===== config.mk =====
export PLATFORM = sky130hd
export DESIGN_NAME = exception_abort_ctl
export DESIGN_NICKNAME = d
export VERILOG_FILES = /design/src/stage_valid_bank.v /design/src/exception_abort_ctl.v
export VERILOG_INCLUDE_DIRS = /design/src
export SDC_FILE = /design/constraint.sdc
export NUM_CORES = 1
export LEC_CHECK = 0
export CORE_ASPECT_RATIO = 0.75
export CORE_MARGIN = 4
export CORE_UTILIZATION = 50
export CTS_BUF_LIST = sky130_fd_sc_hd__clkbuf_4
export CTS_CLUSTER_SIZE = 30
export DETAILED_ROUTE_END_ITERATION = 8
export DONT_BUFFER_PORTS = 1
export SETUP_SLACK_MARGIN = 0.4
export SLEW_MARGIN = 20
export SYNTH_ARGS = -nofsm -noshare
export SYNTH_HDL_FRONTEND = slang
export SYNTH_SLANG_ARGS = --single-unit

===== constraint.sdc =====
create_clock -name i_clock -period 2.1 [get_ports i_clock]
set_input_delay 0 -clock i_clock [delete_from_list [all_inputs] [get_ports i_clock]]
set_output_delay 0 -clock i_clock [all_outputs]
set_load 0.05 [all_outputs]

===== src/abort_ctl_map.vh =====
/*
 * Constants for the pipeline exception and abort controller.
 * Assumes a five-stage pipeline (fetch, decode, execute, memory, writeback)
 * whose stage registers, divide unit and refill logic share one clock.
 */
// Contract
// - Uncached accesses follow the refill sequence
// - Excepting instruction writes no result
// - Cancel younger instructions, redirect fetch
// - Exceptions normally taken in memory stage
// - Four fetch/debug traps taken in execute
// - Resets accepted in any stage
// - Destinationless divide overlaps later instructions
// - Divide completes despite younger exception
// - Refill completes on non-fatal exception (data refill only; the sequencer leaves RF_FETCH on any exception)
// - Bus error or reset aborts refill
// - Stall consumer of missed load in execute
// - Fetch waits for data refill end
`ifndef ABORT_CTL_MAP_VH
`define ABORT_CTL_MAP_VH

// Execute-stage trap cause bit positions
`define EX_TRAP_STEP      0
`define EX_TRAP_BREAK     1
`define EX_TRAP_ADDR      2
`define EX_TRAP_XLATE     3
`define EX_TRAP_W         4

// Exception cause codes reported with the redirect
`define CAUSE_W           4
`define CAUSE_NONE        4'h0
`define CAUSE_MEM         4'h1
`define CAUSE_STEP        4'h2
`define CAUSE_BREAK       4'h3
`define CAUSE_ADDR        4'h4
`define CAUSE_XLATE       4'h5
`define CAUSE_BUS_ERR     4'h6
`define CAUSE_SOFT_RST    4'h7
`define CAUSE_HARD_RST    4'h8

// Refill sequencer states
`define RF_IDLE           2'h0
`define RF_BUSY           2'h1
`define RF_FETCH          2'h2

// Register number width
`define REG_W             5

`endif


===== src/stage_valid_bank.v =====
/*
 * Valid-bit bank for the pipeline stage registers.
 * Assumes the controller supplies per-stage kill and hold; stage 0 is fetch.
 */
`timescale 1ns/1ns
module stage_valid_bank #(
    parameter STAGES = 5                       // Pipeline depth
) (
    // Clock and reset
    input  wire              i_clock,
    input  wire              i_rst,
    // Control
    input  wire              i_issue,          // New instruction enters fetch
    input  wire [STAGES-1:0] i_kill,           // Squash per stage
    input  wire [STAGES-1:0] i_hold,           // Stage keeps its content
    // State
    output reg  [STAGES-1:0] o_valid           // Registered valid bits
);

    integer k;

    // Advance valid bits, honouring hold and kill per stage
    always @(posedge i_clock) begin
        if (i_rst) begin
            o_valid <= {STAGES{1'b0}};
        end else begin
            for (k = 0; k < STAGES; k = k + 1) begin
                if (i_kill[k]) begin
                    o_valid[k] <= 1'b0;
                end else if (i_hold[k]) begin
                    o_valid[k] <= o_valid[k];
                end else if (k == 0) begin
                    o_valid[k] <= i_issue;
                end else if (i_hold[k-1]) begin
                    // Bubble when the stage behind is held
                    o_valid[k] <= 1'b0;
                end else begin
                    o_valid[k] <= o_valid[k-1] & ~i_kill[k-1];
                end
            end
        end
    end

endmodule // stage_valid_bank


===== src/exception_abort_ctl.v =====
/*
 * Pipeline exception and abort controller: picks the exception to take,
 * squashes the excepting and younger instructions, redirects fetch, lets
 * divides and non-fatal refills finish, sequences refills and uncached
 * accesses, and interlocks on missed loads and refill conflicts.
 * Assumes stage logic, divide unit and refill engine share i_clock;
 * reset pins arrive from outside and are synchronised here.
 */
`timescale 1ns/1ns
`include "abort_ctl_map.vh"
module exception_abort_ctl #(
    parameter STAGES = 5                       // Fetch..writeback
) (
    // Clock and reset
    input  wire                 i_clock,
    input  wire                 i_rst,
    // Asynchronous reset requests (pins)
    input  wire                 i_hard_reset_pin,
    input  wire                 i_soft_reset_pin,
    // Fetch side
    input  wire                 i_fetch_req,   // Fetch wants to issue
    input  wire                 i_fetch_uncached,
    input  wire                 i_icache_miss,
    // Execute-stage traps on the instruction in execute
    input  wire [`EX_TRAP_W-1:0] i_ex_trap,
    input  wire [`REG_W-1:0]    i_ex_src_a,    // Execute source registers
    input  wire [`REG_W-1:0]    i_ex_src_b,
    input  wire                 i_ex_is_div,   // Destinationless divide start
    // Memory-stage status
    input  wire                 i_mem_exc,     // Any memory-stage exception
    input  wire                 i_mem_load,
    input  wire                 i_mem_store,
    input  wire                 i_mem_uncached,
    input  wire                 i_dcache_miss,
    input  wire [`REG_W-1:0]    i_mem_dest,
    // Divide unit and refill engine status
    input  wire                 i_div_done,
    input  wire                 i_refill_done, // Last word of refill
    input  wire                 i_refill_data, // Load word returned
    input  wire                 i_bus_error,
    // Pipeline control
    output reg  [STAGES-1:0]    o_stage_valid,
    output reg  [STAGES-1:0]    o_stage_kill,
    output reg                  o_wb_enable,   // Architectural write allowed
    output reg                  o_ex_stall,
    output reg                  o_fetch_stall,
    // Redirect to handler
    output reg                  o_redirect,
    output reg  [`CAUSE_W-1:0]  o_cause,
    // Divide and refill control
    output reg                  o_div_busy,
    output reg                  o_div_abort,
    output reg                  o_refill_start,
    output reg                  o_refill_abort,
    output reg                  o_fetch_start
);

    localparam FE = 0, EX = 2, ME = 3, WB = 4;

    // Synchronised reset pins
    reg                 hard_meta_reg, hard_sync_reg;
    reg                 soft_meta_reg, soft_sync_reg;
    // Refill sequencer
    reg  [1:0]          rf_state_reg, rf_state_next;
    reg                 load_pend_reg;            // Missed load outstanding
    reg  [`REG_W-1:0]   load_dest_reg;            // Its destination
    reg                 div_busy_reg;
    // Combinational decisions
    reg  [`CAUSE_W-1:0] cause_sel;
    reg                 take_exc;
    reg                 fatal;
    reg  [STAGES-1:0]   kill_mask;
    reg  [STAGES-1:0]   hold_mask;
    reg                 ex_stall_c;
    reg                 fetch_stall_c;
    wire [STAGES-1:0]   valid_w;

    // Encodes execute-stage trap to a cause, step highest
    function [`CAUSE_W-1:0] ex_cause;
        input [`EX_TRAP_W-1:0] t;
        begin
            if (t[`EX_TRAP_STEP])
                ex_cause = `CAUSE_STEP;
            else if (t[`EX_TRAP_BREAK])
                ex_cause = `CAUSE_BREAK;
            else if (t[`EX_TRAP_ADDR])
                ex_cause = `CAUSE_ADDR;
            else if (t[`EX_TRAP_XLATE])
                ex_cause = `CAUSE_XLATE;
            else
                ex_cause = `CAUSE_NONE;
        end
    endfunction

    // Matches a source register against the pending load
    function hits_load;
        input [`REG_W-1:0] src;
        begin
            hits_load = load_pend_reg && (src == load_dest_reg) && (src != {`REG_W{1'b0}});
        end
    endfunction

    // Two-flop synchronisers for the reset pins
    always @(posedge i_clock) begin
        if (i_rst) begin
            hard_meta_reg <= 1'b0;
            hard_sync_reg <= 1'b0;
            soft_meta_reg <= 1'b0;
            soft_sync_reg <= 1'b0;
        end else begin
            hard_meta_reg <= i_hard_reset_pin;
            hard_sync_reg <= hard_meta_reg;
            soft_meta_reg <= i_soft_reset_pin;
            soft_sync_reg <= soft_meta_reg;
        end
    end

    // Exception selection and squash mask
    always @* begin
        cause_sel = `CAUSE_NONE;
        kill_mask = {STAGES{1'b0}};
        fatal     = 1'b0;
        if (hard_sync_reg || soft_sync_reg) begin
            cause_sel = hard_sync_reg ? `CAUSE_HARD_RST : `CAUSE_SOFT_RST;
            kill_mask = {STAGES{1'b1}};
            fatal     = 1'b1;
        end else if (i_bus_error) begin
            // Bus error is fatal; squash all not yet written back
            cause_sel = `CAUSE_BUS_ERR;
            kill_mask = {{(STAGES-WB){1'b0}}, {WB{1'b1}}};
            fatal     = 1'b1;
        end else if (i_mem_exc && valid_w[ME]) begin
            cause_sel = `CAUSE_MEM;
            kill_mask = {{(STAGES-ME-1){1'b0}}, {(ME+1){1'b1}}};
        end else if ((|i_ex_trap) && valid_w[EX]) begin
            cause_sel = ex_cause(i_ex_trap);
            kill_mask = {{(STAGES-EX-1){1'b0}}, {(EX+1){1'b1}}};
        end
        take_exc = (cause_sel != `CAUSE_NONE);
    end

    // Interlocks: load-use and refill conflicts
    always @* begin
        ex_stall_c = valid_w[EX] && !take_exc &&
                     (hits_load(i_ex_src_a) || hits_load(i_ex_src_b)) && !i_refill_data;
        fetch_stall_c = (rf_state_reg == `RF_BUSY) && i_fetch_req &&
                        (i_icache_miss || i_fetch_uncached);
        hold_mask = {STAGES{1'b0}};
        if (ex_stall_c) begin
            hold_mask = {{(STAGES-EX-1){1'b0}}, {(EX+1){1'b1}}};
        end else if (fetch_stall_c) begin
            hold_mask[FE] = 1'b1;
        end
    end

    // Refill sequencer next state
    always @* begin
        rf_state_next = rf_state_reg;
        case (rf_state_reg)
            `RF_IDLE: begin
                if (!take_exc && valid_w[ME] &&
                    ((i_mem_load && (i_dcache_miss || i_mem_uncached)) ||
                     (i_mem_store && i_mem_uncached)))
                    rf_state_next = `RF_BUSY;
                else if (i_fetch_req && (i_icache_miss || i_fetch_uncached) && !take_exc)
                    rf_state_next = `RF_FETCH;
            end
            `RF_BUSY: begin
                if (take_exc && fatal)
                    rf_state_next = `RF_IDLE;
                else if (i_refill_done)
                    rf_state_next = (i_fetch_req && (i_icache_miss || i_fetch_uncached))
                                    ? `RF_FETCH : `RF_IDLE;
            end
            `RF_FETCH: begin
                if (i_refill_done || take_exc)
                    rf_state_next = `RF_IDLE;
            end
            default: rf_state_next = `RF_IDLE;
        endcase
    end

    // Sequencer, pending load and divide tracking
    always @(posedge i_clock) begin
        if (i_rst) begin
            rf_state_reg  <= `RF_IDLE;
            load_pend_reg <= 1'b0;
            load_dest_reg <= {`REG_W{1'b0}};
            div_busy_reg  <= 1'b0;
        end else begin
            rf_state_reg <= rf_state_next;
            if (take_exc && fatal) begin
                load_pend_reg <= 1'b0;
            end else if (rf_state_reg == `RF_IDLE && rf_state_next == `RF_BUSY
                         && i_mem_load) begin
                load_pend_reg <= 1'b1;
                load_dest_reg <= i_mem_dest;
            end else if (i_refill_data) begin
                load_pend_reg <= 1'b0;
            end
            if (take_exc && fatal)
                div_busy_reg <= 1'b0;
            else if (i_ex_is_div && valid_w[EX] && !take_exc && !ex_stall_c)
                div_busy_reg <= 1'b1;
            else if (i_div_done)
                div_busy_reg <= 1'b0;
        end
    end

    // Registered control outputs
    always @(posedge i_clock) begin
        if (i_rst) begin
            o_stage_valid  <= {STAGES{1'b0}};
            o_stage_kill   <= {STAGES{1'b0}};
            o_wb_enable    <= 1'b0;
            o_ex_stall     <= 1'b0;
            o_fetch_stall  <= 1'b0;
            o_redirect     <= 1'b0;
            o_cause        <= `CAUSE_NONE;
            o_div_busy     <= 1'b0;
            o_div_abort    <= 1'b0;
            o_refill_start <= 1'b0;
            o_refill_abort <= 1'b0;
            o_fetch_start  <= 1'b0;
        end else begin
            o_stage_valid  <= valid_w;
            o_stage_kill   <= kill_mask;
            o_wb_enable    <= valid_w[WB] && !(take_exc && fatal);
            o_ex_stall     <= ex_stall_c;
            o_fetch_stall  <= fetch_stall_c;
            o_redirect     <= take_exc;
            o_cause        <= cause_sel;
            o_div_busy     <= div_busy_reg;
            o_div_abort    <= take_exc && fatal && div_busy_reg;
            o_refill_start <= (rf_state_reg == `RF_IDLE) && (rf_state_next == `RF_BUSY);
            o_refill_abort <= (rf_state_reg != `RF_IDLE) && take_exc && fatal;
            o_fetch_start  <= (rf_state_reg != `RF_FETCH) && (rf_state_next == `RF_FETCH);
        end
    end

    // Stage valid bits with squash and hold
    stage_valid_bank #(
        .STAGES (STAGES)
    ) u_valid (
        .i_clock (i_clock),
        .i_rst   (i_rst),
        .i_issue (i_fetch_req && !take_exc),
        .i_kill  (kill_mask),
        .i_hold  (hold_mask),
        .o_valid (valid_w)
    );

endmodule // exception_abort_ctl


---- Yosys cells after proc, flatten, opt, wreduce, memory -nomap -nowiden ----
Cells that the tools add are included.
storage, ports and cells
  flip-flop bits (word level) ............. 41
  bits in latches ......................... 0
  RAM bits ................................ 0
  memory bits (read-only) ................. 0
  bits of input ports ..................... 36
  output and inout port bits .............. 23
  logic and storage cells ................. 128
  memories kept ........................... 0
cells by class
  add/subtract/negate cells ............... 0
  $mul .................................... 0
  divide/modulo/power cells ............... 0
  magnitude comparators ................... 0
  eq/ne operators ......................... 7
  shifts and indexed selects .............. 0
  mux-type cells .......................... 33
  bitwise logic cells ..................... 9
  reduce and logical (&&, ||, !) cells .... 54
operators by type and width
  kind                                            number
  logical AND 1 bit                               29
  2-to-1 mux 3 bit                                8
  2-to-1 mux 4 bit                                4
  2-to-1 mux 2 bit                                7
  2-to-1 mux 1 bit                                12
  OR reduction 2 bit                              6
  == test 5 bit                                   2
  nonzero test 5 bit                              2
  logical OR 1 bit                                6
  case mux 2 bit (3 select lines)                 1
  nonzero test 2 bit                              3
  2-to-1 mux 5 bit                                1
  NOT 1 bit                                       5
  AND 1 bit                                       4
  == test 2 x 1 -> 1 bit (second input constant)  2
  == test 2 bit (second input constant)           2
  zero test 1 bit                                 4
  nonzero test 4 bit                              1
  OR reduction 4 bit                              1
  zero test 2 bit                                 1
  inequality test 2 bit (second input constant)   1
  AND reduction 2 bit                             1

---- Logic depth before layout (Yosys ltp) ----
Gate-level depths: netlist of run 1.
  depth after elaboration ................. 18
  depth in mapped cells ................... 7

---- Hierarchy ----
From an unflattened synthesis of run 1, not the netlist that was laid out.
unflattened totals
  cell total of the unflattened synthesis .. 173
  area, all modules ....................... 1654.1 µm²
modules (own cells, without submodules)
  module               times used  cells each  area an instance (µm²)
  exception_abort_ctl  1           154         1453.9
  stage_valid_bank     1           19          200.2

---- Worst setup path after synthesis of run 1 ----
Ideal clock, no wire load.
  path type ............................... flip-flop to flip-flop
  from .................................... reg u_valid.o_valid[3]
  to ...................................... reg load_dest_reg[0]
  data arrival time ....................... 1.404 ns
  data required time ...................... 1.972 ns
  slack ................................... 0.569 ns
  cell stages (with the launch flop) ...... 7
  path buffers ............................ 1
  path through ............................ dfxtp_1 > a2111oi_4 > and2_1 > buf_6 > nand4_4 > mux2i_1 > nor2_1
between the ends
  longest elaborated chain between the ends .. 14
  elaborated cells between the ends (all ways) .. 21
  classes of those cells .................. eq/ne (1); mux (8); bitwise (1); reduce/logical (11)
RTL lines
  what                                                   line                                                  source
  start, declared                                        stage_valid_bank.v:17                                 output reg [STAGES-1:0] o_valid
  start signal, assigned                                 stage_valid_bank.v:25                                 o_valid <= {STAGES{1'b0}};
  start signal, assigned by index                        stage_valid_bank.v:31                                 o_valid[k] <= o_valid[k];
  start signal, assigned by index                        stage_valid_bank.v:33                                 o_valid[k] <= i_issue;
  logical AND 1 bit                                      exception_abort_ctl.v:132                             end else if (i_mem_exc && valid_w[ME]) begin
  2-to-1 mux 3 bit                                       exception_abort_ctl.v:132
  2-to-1 mux 3 bit                                       exception_abort_ctl.v:127                             end else if (i_bus_error) begin
  2-to-1 mux 4 bit                                       exception_abort_ctl.v:123                             if (hard_sync_reg || soft_sync_reg) begin
  nonzero test 4 bit (no source line)                    -
  zero test 1 bit                                        exception_abort_ctl.v:161, exception_abort_ctl.v:165
  logical AND 1 bit (on tied branches)                   exception_abort_ctl.v:165, exception_abort_ctl.v:161
  2-to-1 mux 2 bit or logical AND 1 bit (tied branches)  exception_abort_ctl.v:165, exception_abort_ctl.v:161
  2-to-1 mux 2 bit                                       exception_abort_ctl.v:161                             if (!take_exc && valid_w[ME] &&
  case mux 2 bit (3 select lines)                        exception_abort_ctl.v:159                             case (rf_state_reg)
  == test 2 x 1 -> 1 bit (no source line)                -
  logical AND 1 bit                                      -
  logical AND 1 bit                                      exception_abort_ctl.v:194                             end else if (rf_state_reg == `RF_IDLE && rf_state_next == `RF_BUSY
  AND reduction 2 bit (no source line) *                 -
  end signal, assigned                                   exception_abort_ctl.v:188                             load_dest_reg <= {`REG_W{1'b0}};
  end signal, assigned                                   exception_abort_ctl.v:197                             load_dest_reg <= i_mem_dest;
  end, declared                                          exception_abort_ctl.v:66                              reg [`REG_W-1:0] load_dest_reg;
Every way passes the cells marked *; elsewhere a longest branch is shown, timed or not.
A chain may end at the register's enable or synchronous reset.

---- Final worst setup path of run 1 ----
  from .................................... in i_rst
  to ...................................... reg u_valid.o_valid[0]
between the ends
  longest elaborated chain between the ends .. 1
RTL lines
  what                                 line                      source
  start, declared                      exception_abort_ctl.v:16  input wire i_rst,
  OR reduction 2 bit (no source line)  -
No other way between the ends.

==> metrics.md, run 1 <==
| Metric | Value |
|---|---|
| Status | finished clean |
| Final GP Congestion | 0.852 |
| Vias | 1,207 |
| Area growth syn-to-layout | 21.4% |
| Ant. Diodes | 0 |
| First-pass GRT wire length | 5870 um |
| Initial antenna violation count | 0 |
| Ranking of synthesized cells by area | dfxtp_1 49%, nor2b_1 5.5%, xor2_1 4.4% |
| Vias in the first global route | 1,202 |
| IO Count | 59 |
| Clock sink count | 39 |
| Worst Setup End Kind | flop |
| Worst-path fanout max | 19 |
| Max-slew violation count | 0 |
| Max Cap Violations | 0 |
| Nets | 221 |
| Commonest non-fill, non-tap cell in the layout | dfxtp_1 |
| Post-Syn Nets | 192 |
| Initial DRC count | 38 |
| GR Util met3 | 5.90% |
| Ys Warns | 0 |
| P_leak | 0.784 nW |
| Leading cell types in the layout, fill and taps excluded | 38 x dfxtp_1, 26 x dlygate4sd3_1, 17 x nor2_1 |
| Worst-skew pair later-pin latency | 0.34 ns |
| Initial core utilization | 53.1% |
| Core outline area | 3000 um2 |
| Fraction of layout cells with a size suffix above 1 | 13.4% |
| Inserted Clock Buffers | 5 |
| Die area | 4160 um2 |
| Max frequency | 614 MHz |
| Residual DRC | 0 |
| Clk root buf | clkbuf_4 |
| CP required | 2.39 ns |
| Synthesized instance count | 156 |
| Post-route ant nets | 0 |
| Hold Vio Cnt, Final | 0 |
| FILL cells | 261 |
| Setup ws final | 0.472 ns |
| Die Height | 56.9 um |
| Port buffer count | 0 |
| Worst hold path type | in -> reg |
| Tmin final | 1.63 ns |
| Worst Max-Slew Pin Slew | 0.834 ns |
| Site Rows | 17 |
| CTS clock-pin slew for the worst setup and hold paths | 0.11 ns |
| GR Util met2 | 30.8% |
| # setup viols final | 0 |
| Final Cycle Share | 77.5% |
| Slew HR | 44.2% |
| Max IR drop VDD | 0.417 mV |
| Clk buf depth | 2 |
| Met1 Use GR | 23.3% |
| P per Cell Area | 668 nW/um2 |
| CTS tree | yes |
| Pin count of the biggest net entering global routing | 20 |
| DR pass1 iterations | 4 |
| Grt ovf | 0 |
| Setup TNS | 0 ns |
| Worst Setup Path Type | in -> reg |
| GR peak layer | met2 |
| Proportion of netlist area held by the largest area contributor | 49.0% |
| Avg Synthesized Cell Area | 10.2 um2 |
| DP Worst Slack | 0.423 ns |
| Die width | 73.2 um |
| Startpoint types | primary input |
| Seq/Total Area, Yosys | 49.0% |
| Total Wirelength | 3670 um |
| RSZ-0062 raised after global routing | true |
| Clock skew | 0.00777 ns |
| H-tree depth | 2 |
| Cell variety after synth | 40 |
| FF+latch count, synth | 39 |
| Final Util | 64.5% |
| Critical Path AT | 1.92 ns |
| GR Util All Layers | 19.0% |
| Dpl hpwl | 2600 um |
| Wire per inst | 16.4 um |
| Post-CTS setup repair buffer count | 0 |
| Post-Syn Area | 1590 um2 |
| Area leader, netlist | dfxtp_1 |
| Via density | 5.39 |
==> path summary, 6_finish.rpt <==
check / startpoint / end / slack, ns / cells past startpoint
setup reg to reg: load_dest_reg[0]$_SDFFE_PP0P_ / u_valid.o_valid[0]$_SDFFE_PP0P_ / 0.49 / 5
hold reg to reg: u_valid.o_valid[4]$_SDFF_PP0_ / o_wb_enable$_SDFF_PP0_ / 0.47 / 1
setup / recovery: i_rst / u_valid.o_valid[0]$_SDFFE_PP0P_ / 0.47 / 6
hold / removal: i_refill_data / load_pend_reg$_SDFFE_PP0P_ / 0.007 / 3
==> critical path, stage by stage <==
cell,delay [ns]
dlygate4sd3_1,0.84
nor4_4,0.27
and3_1,0.35
nand4_1,0.12
mux2_2,0.28
nand3_2,0.05
==> synth_stat cells <==
| library cell | instances |
|---|---|
| inv_1 | 1 |
| a21boi_1 | 1 |
| nor4_1 | 4 |
| buf_4 | 3 |
| buf_6 | 2 |
| and3_1 | 1 |
| nand2_1 | 8 |
| a2111oi_4 | 1 |
| o41ai_2 | 2 |
| or3b_2 | 2 |
| mux2i_1 | 6 |
| o21a_1 | 2 |
| nand4_1 | 3 |
| buf_2 | 1 |
| nor3b_1 | 1 |
| nand3_1 | 5 |
| nand3b_1 | 3 |
| nor2_1 | 18 |
| dfxtp_1 | 39 |
| nor4_4 | 1 |
| a21oi_1 | 2 |
| and2_1 | 3 |
| a21boi_0 | 2 |
| nor2b_1 | 14 |
| clkbuf_1 | 1 |
| nand2b_1 | 2 |
| nand3_2 | 1 |
| and4_2 | 1 |
| xor2_1 | 8 |
| a221oi_2 | 1 |
| o21ai_0 | 1 |
| mux2_2 | 1 |
| nor3_1 | 4 |
| and2_2 | 1 |
| o31a_1 | 1 |
| o2111ai_1 | 1 |
| o21ai_1 | 4 |
| nand4_4 | 1 |
| or2_1 | 2 |
| a22oi_1 | 1 |
==> final cells by class <==
type,instances,area (um2),area share [%]
Clock inverter,2,7.51,0.388
Multi-Input combinational cell,109,766,39.6
Tap cell,38,47.5,2.46
Sequential cell,39,782,40.4
Clock buffer,6,45.0,2.33
Inverter,1,3.75,0.194
Timing Repair Buffer,29,283,14.6
==> metal layers <==
metal  vias up  part of all wire (%)
li1        606                     -
met1       552                    42
met2        44                    48
met3         5                   8.6
met4         0                  0.90
met5         -                     0
==> report_power, final <==
group	internal (mW)	switching (mW)	leakage [nW]
clock network	0.137	0.227	0.0307
registers	0.757	0.0455	0.318
logic	0.0605	0.0647	0.436
total	0.954	0.337	0.784
==> timing repair <==
action | CTS | global route
hold buffers | 26 | 0
hold endpoints to repair | 36 | 0
resized for setup | 1 | 4
pin swaps | 0 | 1
setup endpoints to repair | 1 | 9
cloned | 0 | 0
==> stage by stage <==
stage / cell area (um2) / hold WS [ns] / total power, mW / instances
2_1_floorplan: 1590 / 0.128 / 0.894 / 156
3_3_place_gp: 1610 / 0.0710 / 0.892 / 190
3_5_place_dp: 1610 / 0.0714 / 0.894 / 190
4_1_cts: 1930 / 0.00854 / 1.30 / 224
5_1_grt: 1930 / 0.0124 / 1.36 / 224
6_report: 1930 / 0.00651 / 1.29 / 224
==> cells by family (layout without fill, tap and decap cells) <==
logic type / Yosys count / after routing / synth area share (%)
XOR/XNOR: 8 / 8 / 4.40
flip-flops: 39 / 39 / 49.0
buffers and inverters: 8 / 38 / 3.61
AND/OR/NAND/NOR: 75 / 75 / 27.7
multiplexers: 7 / 7 / 4.47
AO/OA/AOI/OAI: 19 / 19 / 10.8
(Power assumes the default switching activity.)
==> run 2, diff against run 1 <==
--- a/config.mk
+++ b/config.mk
@@ -6,6 +6,7 @@
 export SDC_FILE = /design/constraint.sdc
 export NUM_CORES = 1
 export LEC_CHECK = 0
+export ABC_AREA = 1
 export CORE_ASPECT_RATIO = 0.75
 export CORE_MARGIN = 4
 export CORE_UTILIZATION = 50
@@ -13,6 +14,7 @@
 export CTS_CLUSTER_SIZE = 30
 export DETAILED_ROUTE_END_ITERATION = 8
 export DONT_BUFFER_PORTS = 1
+export PLACE_DENSITY = 0.68
 export SETUP_SLACK_MARGIN = 0.4
 export SLEW_MARGIN = 20
 export SYNTH_ARGS = -nofsm -noshare
==> constraint.sdc (replaced) <==
create_clock -name i_clock -period 1.45 [get_ports i_clock]
set_input_delay 0 -clock i_clock [delete_from_list [all_inputs] [get_ports i_clock]]
set_output_delay 0 -clock i_clock [all_outputs]
set_load 0.05 [all_outputs]
==> run 2 against run 1 <==
The run now ends with hold timing left. Synthesized cell count grew 37%. Cell count increased by 28%. Critical path depth grew 3. Clock power grew 95%. Clock skew increased by 0.0033 ns. Global-route usage grew 0.22 points. Power increased by 60%. Critical path type is now reg -> reg. Non-clock buffer count grew 4. Worst setup slack got worse by 0.44 ns.
==> metrics.md, run 2 <==
| Metric | Value |
|---|---|
| Initial antenna violation count | 0 (unchanged) |
| Fraction of layout cells with a size suffix above 1 | 31.7% (+18 points) |
| Failing checks | hold timing |
| Cell variety after synth | 34 (-15%) |
| CP required | 1.74 ns (-0.65 ns) |
| Die Height | 57.1 um (+0.37%) |
| H-tree depth | 2 (unchanged) |
| Max IR drop VDD | 0.723 mV (+73%) |
| DR pass1 iterations | 5 (+1) |
| Ranking of synthesized cells by area | dfxtp_1 49%, nor2_1 10%, nand2_1 7.7% |
| Hold_sp | i_rst |
| Initial DRC count | 124 (+230%) |
| Proportion of netlist area held by the largest area contributor | 48.6% (-0.42 points) |
| Max Cap Violations | 0 (unchanged) |
| Clock skew | 0.0111 ns (+0.00328 ns) |
| CP cell instances | nor2_4 > nand2_4 > a21oi_4 > nand2_4 > clkinv_4 > nand3b_4 > nor2_4 > o21ai_2 > nor2_2 |
| Setup ws final | 0.0316 ns (-0.441 ns) |
| Worst-path fanout max | 7 (-12) |
| Worst-skew pair later-pin latency | 0.35 ns (about the same) |
| Total Wirelength | 4230 um (+15%) |
| Ys Warns | 0 (unchanged) |
| DP Worst Slack | 0.0284 ns (-0.394 ns) |
| Clock sink count | 39 (unchanged) |
| Area growth syn-to-layout | 33.9% |
| Vias | 1,517 (+26%) |
| RR Startpoint | soft_sync_reg$_SDFF_PP0_ |
| Worst Max-Slew Pin Slew | 0.486 ns (-0.347 ns) |
| Grt ovf | 0 (unchanged) |
| GR Util All Layers | 19.2% (+0.22 points) |
| FF+latch count, synth | 39 (unchanged) |
| # setup viols final | 0 (unchanged) |
| CP max stage delay | 0.35 ns (-0.49 ns) |
| Tmin final | 1.42 ns |
| Critical Path AT | 1.70 ns (-0.22 ns) |
| Inserted Clock Buffers | 5 (unchanged) |
| Leading cell types in the layout, fill and taps excluded | 39 x nor2_1, 28 x nand2_1, 28 x inv_1 |
| Clk root buf | clkbuf_4 |
| FFs w/ async S/R, synth | 0% (unchanged) |
| Main synth FF type | dfxtp_1 |
| Synthesized instance count | 213 (+37%) |
| Residual DRC | 0 (unchanged) |
| CTS clock-pin slew for the worst setup and hold paths | 0.12 ns (about the same) |
| P per Cell Area | 960 nW/um2 (+44%) |
| Port buffer count | 0 (unchanged) |
| Via density | 5.29 (-1.9%) |
| Top-count cell post-synth | nor2_1 |
| Clk buf depth | 2 (unchanged) |
| Die width | 73.5 um (+0.39%) |
| Post-Syn Area | 1610 um2 (+0.86%) |
| R2r setup slk | 0.03 ns (-0.46 ns) |
| Pin count of the biggest net entering global routing | 30 (+50%) |
| Avg Synthesized Cell Area | 7.55 um2 (-26%) |
| Startpoint types | flop |
| Dpl hpwl | 2700 um (+3.8%) |
| First-pass GRT wire length | 6270 um (+6.9%) |
| IO Count | 59 (unchanged) |
| CTS tree | yes |
| Final GP Congestion | 0.850 (-0.19%) |
| RSZ-0062 raised after global routing | true |
| Die area | 4200 um2 (+0.76%) |
| Commonest non-fill, non-tap cell in the layout | nor2_1 |
| Worst Setup End Kind | flop |
| P_leak | 0.914 nW (+17%) |
| Area leader, netlist | dfxtp_1 |
| Hold Vio Cnt, Final | 32 (+32) |
| Post-route ant nets | 0 (unchanged) |
| CP max-delay cell | dfxtp_2 |
| Crit path launch | soft_sync_reg$_SDFF_PP0_ |
| Core outline area | 3020 um2 (+0.71%) |
| Post-Syn Nets | 249 (+30%) |
| Slew HR | 67.5% (+23 points) |
| Worst Setup Path Type | reg -> reg |
| Final Cycle Share | 97.8% |
| Final Util | 71.3% (+6.8 points) |
| Site Rows | 17 (unchanged) |
| Max frequency | 705 MHz |
| Max-slew violation count | 0 (unchanged) |
| Worst hold path type | in -> reg |
| WHS | -0.304 ns (-0.311 ns) |
| Wire per inst | 14.8 um (-9.9%) |
| Number of synthesized flops with an enable pin | 0 (unchanged) |
| Post-synth top cells | 43 x nor2_1, 39 x dfxtp_1, 33 x nand2_1 |
| Status | finished, violations left |
| Initial core utilization | 53.2% (+0.081 points) |
| Placed Instances | 247 (+30%) |
| Seq/Total Area, Yosys | 48.6% (-0.42 points) |
| Finished Layout Cells | 287 (+28%) |
| Ant. Diodes | 0 (unchanged) |
| Vias in the first global route | 1,324 (+10%) |
| FILL cells | 220 (-16%) |
| Nets | 284 (+29%) |
==> run 2: cells by family after synthesis <==
group	synth area share, %
compound gates	9.42
xor+xnor	1.09
simple gates	31.1
flops	48.6
buf+inv	9.88
==> run 2: repair_timing <==
action                                  4_1_cts  5_1_grt
setup buffers                                 7       12
hold buffers                                 14        1
gates resized for setup                       8       42
endpoints found under the setup margin       20       28
hold endpoints to repair                     39       34
pin swaps                                     7       19
==> run 2: where the power goes <==
group / switching (mW) / leakage (nW) / total (mW) / internal (mW)
Combinational: 0.118 / 0.549 / 0.214 / 0.0957
Sequential: 0.0538 / 0.323 / 1.15 / 1.09
Clock: 0.353 / 0.0426 / 0.708 / 0.355
Total: 0.525 / 0.914 / 2.07 / 1.54
==> run 2: layout make-up <==
| type | count | area [um2] | area share, % |
|---|---|---|---|
| clock buffer | 5 | 37.5 | 1.74 |
| timing repair buffer | 33 | 299 | 13.9 |
| multi-input combinational | 135 | 795 | 36.9 |
| inverter | 34 | 138 | 6.39 |
| sequential | 39 | 798 | 37.1 |
| clock inverter | 3 | 38.8 | 1.80 |
| tap | 38 | 47.5 | 2.21 |
==> run 2: final timing paths <==
| path | depth (start not counted) | endpoint |
|---|---|---|
| setup reg to reg | 9 | load_dest_reg[3]$_SDFFE_PP0P_ |
| hold / removal | 1 | rf_state_reg[0]$_SDFF_PP0_ |
| setup / recovery | 9 | load_dest_reg[3]$_SDFFE_PP0P_ |
| hold reg to reg | 2 | hard_sync_reg$_SDFF_PP0_ |
==> run 2: routing by layer <==
| metal | routed length (um) | vias to the layer above | part of all wire [%] | GRT usage, % |
|---|---|---|---|---|
| met5 | 0 | - | 0 | 0 |
| met4 | 57 | 0 | 1.3 | 6.46 |
| met3 | 439 | 9 | 10 | 7.39 |
| met2 | 2040 | 84 | 48 | 29.5 |
| met1 | 1700 | 689 | 40 | 24.6 |
| li1 | - | 735 | - | - |
==> run 2: critical path, delay by kind of cell, from the launching register on <==
kind | cells | cell delay (ns)
compound gates | 2 | 0.23
buf+inv | 1 | 0.07
flops | 1 | 0.35
simple gates | 6 | 0.73
==> run 2: metrics by stage <==
step | total power [mW] | area [um2] | setup TNS (ns)
after CTS | 2.02 | 1940 | 0
after floorplan | 1.29 | 1620 | 0
after global routing | 2.13 | 2150 | -0.197
final | 2.07 | 2150 | 0
after detailed placement | 1.29 | 1650 | 0
after global placement | 1.29 | 1650 | 0
==> run 3, diff against run 2 <==
--- a/config.mk
+++ b/config.mk
@@ -19,4 +19,5 @@
 export SLEW_MARGIN = 20
 export SYNTH_ARGS = -nofsm -noshare
 export SYNTH_HDL_FRONTEND = slang
+export SYNTH_HIERARCHICAL = 1
 export SYNTH_SLANG_ARGS = --single-unit
==> run 3 against run 2 <==
The flow still finishes with violations (hold timing). Clock skew decreased by 0.0011 ns. Fmax decreased by 1.2%. Synthesized area increased by 8.6%. Worst hold slack improved by 0.18 ns. Power decreased by 4.3%. Sequential power about the same. Cell area increased by 10%. Count of clock-buffer cells in the layout increased by 1. First-iteration DRC count decreased by 21%. Non-clock buffer count increased by 5. Largest cell class is now multi-input gates. Highest routed layer unchanged.
==> metrics.md, run 3 <==
| Metric | Value |
|---|---|
| Status | finished, violations left |
| Failing checks | hold timing |
| Nets | 327 (+15%) |
| Max frequency | 696 MHz (-1.2%) |
| Initial DRC count | 98 (-21%) |
| Max Cap Violations | 0 (unchanged) |
| Post-route ant nets | 0 (unchanged) |
| Synth Area in Simple Gates | 31.2% (+0.13 points) |
| Post-Syn Area | 1750 um2 (+8.6%) |
| CP max-delay cell | dfxtp_2 |
| Clock skew | 0.00994 ns (-0.00111 ns) |
| Crit Reg-Reg Endpoint | u_valid/o_valid[0]$_SDFFE_PP0N_ |
| Slew HR | 66.6% (-0.92 points) |
| Worst-path fanout max | 3 (-4) |
| H-tree depth | 2 (unchanged) |
| Multiplexer share of the synthesized area | 0% (unchanged) |
| Final instance area | 2370 um2 (+10%) |
| Port buffer count | 0 (unchanged) |
| Synth Area in Compound Gates | 10.1% (+0.69 points) |
| Dpl hpwl | 2870 um (+6.4%) |
| Worst hold path type | in -> reg |
| Number of synthesized flops with an enable pin | 0 (unchanged) |
| FF+latch count, synth | 39 (unchanged) |
| WP buf/inv | 3 (+2) |
| CP required | 1.70 ns (-0.04 ns) |
| Hold Path Sink | o_cause[2]$_SDFF_PP0_ |
| Clk root buf | clkbuf_4 |
| Top-count cell post-synth | nor2_1 |
| Vias in the first global route | 1,457 (+10%) |
| Ys Warns | 6 (+6) |
| Vias | 1,575 (+3.8%) |
| Final GP Congestion | 0.856 (+0.67%) |
| Worst-skew pair later-pin latency | 0.35 ns (about the same) |
| Die Height | 59.2 um (+3.6%) |
| Hold_sp | i_ex_trap[1] |
| Hold Vio Cnt, Final | 7 (-78%) |
| DR pass1 iterations | 4 (-1) |
| WHS | -0.128 ns (+0.176 ns) |
| Hold depth | 3 (+2) |
| Ranking of synthesized cells by area | dfxtp_1 45%, nor2_1 11%, inv_1 11% |
| Largest family of logic cells by synthesized area | simple AND/OR/NAND/NOR gates |
| Fraction of layout cells with a size suffix above 1 | 32.9% (+1.1 points) |
| Cell variety after synth | 27 (-21%) |
| CP dominant cell by count | nand2_4 |
| Final Cycle Share | 99.0% (+1.2 points) |
| Startpoint types | flop |
| # hold bufs at CTS | 15 (+1) |
| Register-to-Register Path Depth | 12 (+3) |
| # setup viols final | 0 (unchanged) |
| Initial antenna violation count | 0 (unchanged) |
| Post-synthesis adder-cell area fraction | 0% (unchanged) |
| Post-synth top cells | 52 x nor2_1, 49 x inv_1, 46 x nand2_1 |
| Worst Setup End Kind | flop |
| Area share of xor/xnor cells in the synthesized design | 0.502% (-0.59 points) |
| Synthesized instance count | 248 (+16%) |
| Die width | 76.2 um (+3.7%) |
| First-pass GRT wire length | 6670 um (+6.3%) |
| Main synth FF type | dfxtp_1 |
| Ant. Diodes | 0 (unchanged) |
| Levels on crit path | 12 (+3) |
| FFs w/ async S/R, synth | 0% (unchanged) |
| Initial core utilization | 52.4% (-0.87 points) |
| P per Cell Area | 835 nW/um2 (-13%) |
| DP Area | 1860 um2 (+13%) |
| Final Total Pwr | 1.98 mW (-4.3%) |
| Die area | 4510 um2 (+7.5%) |
| IO Count | 59 (unchanged) |
| CTS tree | yes |
| Critical Path AT | 1.69 ns (about the same) |
| Residual DRC | 0 (unchanged) |
| Core outline area | 3330 um2 (+10%) |
| RSZ-0062 raised after global routing | true |
| Wire per inst | 13.2 um (-11%) |
| R2r setup slk | 0.01 ns (-0.02 ns) |
| Avg Synthesized Cell Area | 7.04 um2 (-6.8%) |
| Pin count of the biggest net entering global routing | 33 (+10%) |
| Max IR drop VDD | 0.602 mV (-17%) |
| Tmin final | 1.44 ns (+0.0177 ns) |
| Clk buf depth | 2 (unchanged) |
| Max-slew violation count | 0 (unchanged) |
| Total Wirelength | 4380 um (+3.4%) |
| GR Util All Layers | 19.0% (-0.17 points) |
| Area growth syn-to-layout | 35.8% |
| Grt ovf | 0 (unchanged) |
| Proportion of netlist area held by the largest area contributor | 44.7% (-3.8 points) |
| Seq/Total Area, Yosys | 44.7% (-3.8 points) |
| Leading cell types in the layout, fill and taps excluded | 42 x inv_1, 42 x nor2_1, 41 x nand2_1 |
| Area leader, netlist | dfxtp_1 |
| Via density | 4.74 (-10%) |
| Inserted Clock Buffers | 5 (unchanged) |
| Clock sink count | 39 (unchanged) |
| P_leak | 1.08 nW (+18%) |
| Crit path max-delay family | simple AND/OR/NAND/NOR gates |
| Placed Instances | 292 (+18%) |
| CP max stage delay | 0.35 ns (about the same) |
| CTS clock-pin slew for the worst setup and hold paths | 0.12 ns (about the same) |
| Site Rows | 18 (+1) |
| Worst Max-Slew Pin Slew | 0.500 ns (+0.0138 ns) |
| Worst Setup Path Type | reg -> reg |
| Finished Layout Cells | 332 (+16%) |
| Final Util | 71.1% (-0.16 points) |
| CP cell instances | inv_2 > nand2_4 > nor2_8 > nand2_4 > inv_4 > nand2_8 > nor2_4 > nand3_4 > nand2_4 > inv_2 > o21ai_2 > nor2_1 |
| RR Startpoint | soft_sync_reg$_SDFF_PP0_ |
## run 3: logic make-up after synthesis
group,Yosys count
other,1
xor gates and xnor gates,1
and+or+nand+nor,121
AOI/OAI and AO/OA,27
DFF,39
buffers and inverters,59
## run 3: layer usage
| metal | share of wire, % | track usage, % | vias to the layer above |
|---|---|---|---|
| met1 | 46 | 25.2 | 691 |
| li1 | - | - | 822 |
| met5 | 0 | 0 | - |
| met4 | 1.6 | 8.79 | 0 |
| met3 | 6.2 | 5.93 | 8 |
| met2 | 47 | 28.7 | 54 |
## run 3: worst max-delay path by stage
| stage | endpoint | start | slack (ns) |
|---|---|---|---|
| 2_1_floorplan | u_valid/o_valid[0]$_SDFFE_PP0N_ | hard_sync_reg$_SDFF_PP0_ | 0.10 |
| 3_3_place_gp | u_valid/o_valid[0]$_SDFFE_PP0N_ | load_dest_reg[0]$_SDFFE_PP0P_ | -0.0007 |
| 3_5_place_dp | u_valid/o_valid[0]$_SDFFE_PP0N_ | load_dest_reg[0]$_SDFFE_PP0P_ | -0.02 |
| 4_1_cts | u_valid/o_valid[0]$_SDFFE_PP0N_ | soft_sync_reg$_SDFF_PP0_ | 0.07 |
| 5_1_grt | u_valid/o_valid[0]$_SDFFE_PP0N_ | soft_sync_reg$_SDFF_PP0_ | -0.09 |
| 6_report | u_valid/o_valid[0]$_SDFFE_PP0N_ | soft_sync_reg$_SDFF_PP0_ | 0.01 |
## run 3: area by class of cell
class | instances | area [um2]
Fill cell | 264 | 962
Multi-Input combinational cell | 153 | 893
Sequential cell | 39 | 801
Timing Repair Buffer | 38 | 354
Inverter | 54 | 215
Tap cell | 40 | 50.0
Clock buffer | 6 | 45.0
Clock inverter | 2 | 12.5
## run 3: per-stage QoR
step,setup slack (ns),TNS [ns]
6_report,0.0139,0
4_1_cts,0.0739,0
3_5_place_dp,-0.0160,-0.0160
2_1_floorplan,0.102,0
3_3_place_gp,-0.000711,-0.000711
5_1_grt,-0.0855,-0.320
## run 3: power by group
group	switching (mW)	internal (mW)
logic	0.152	0.113
clock network	0.352	0.206
registers	0.0647	1.09
total	0.569	1.41
## run 3: what timing repair did
| action | in CTS | in global routing |
|---|---|---|
| endpoints found under the setup margin | 22 | 20 |
| setup buffers | 11 | 6 |
| pin swaps | 6 | 7 |
| gates cloned | 0 | 0 |
| endpoints found under the hold margin | 39 | 11 |
| gates resized for setup | 27 | 30 |
## run 3: worst min-delay path: cells and delay by family
family,cells,cell delay [ns]
compound gates,1,0.07
simple gates,2,0.11
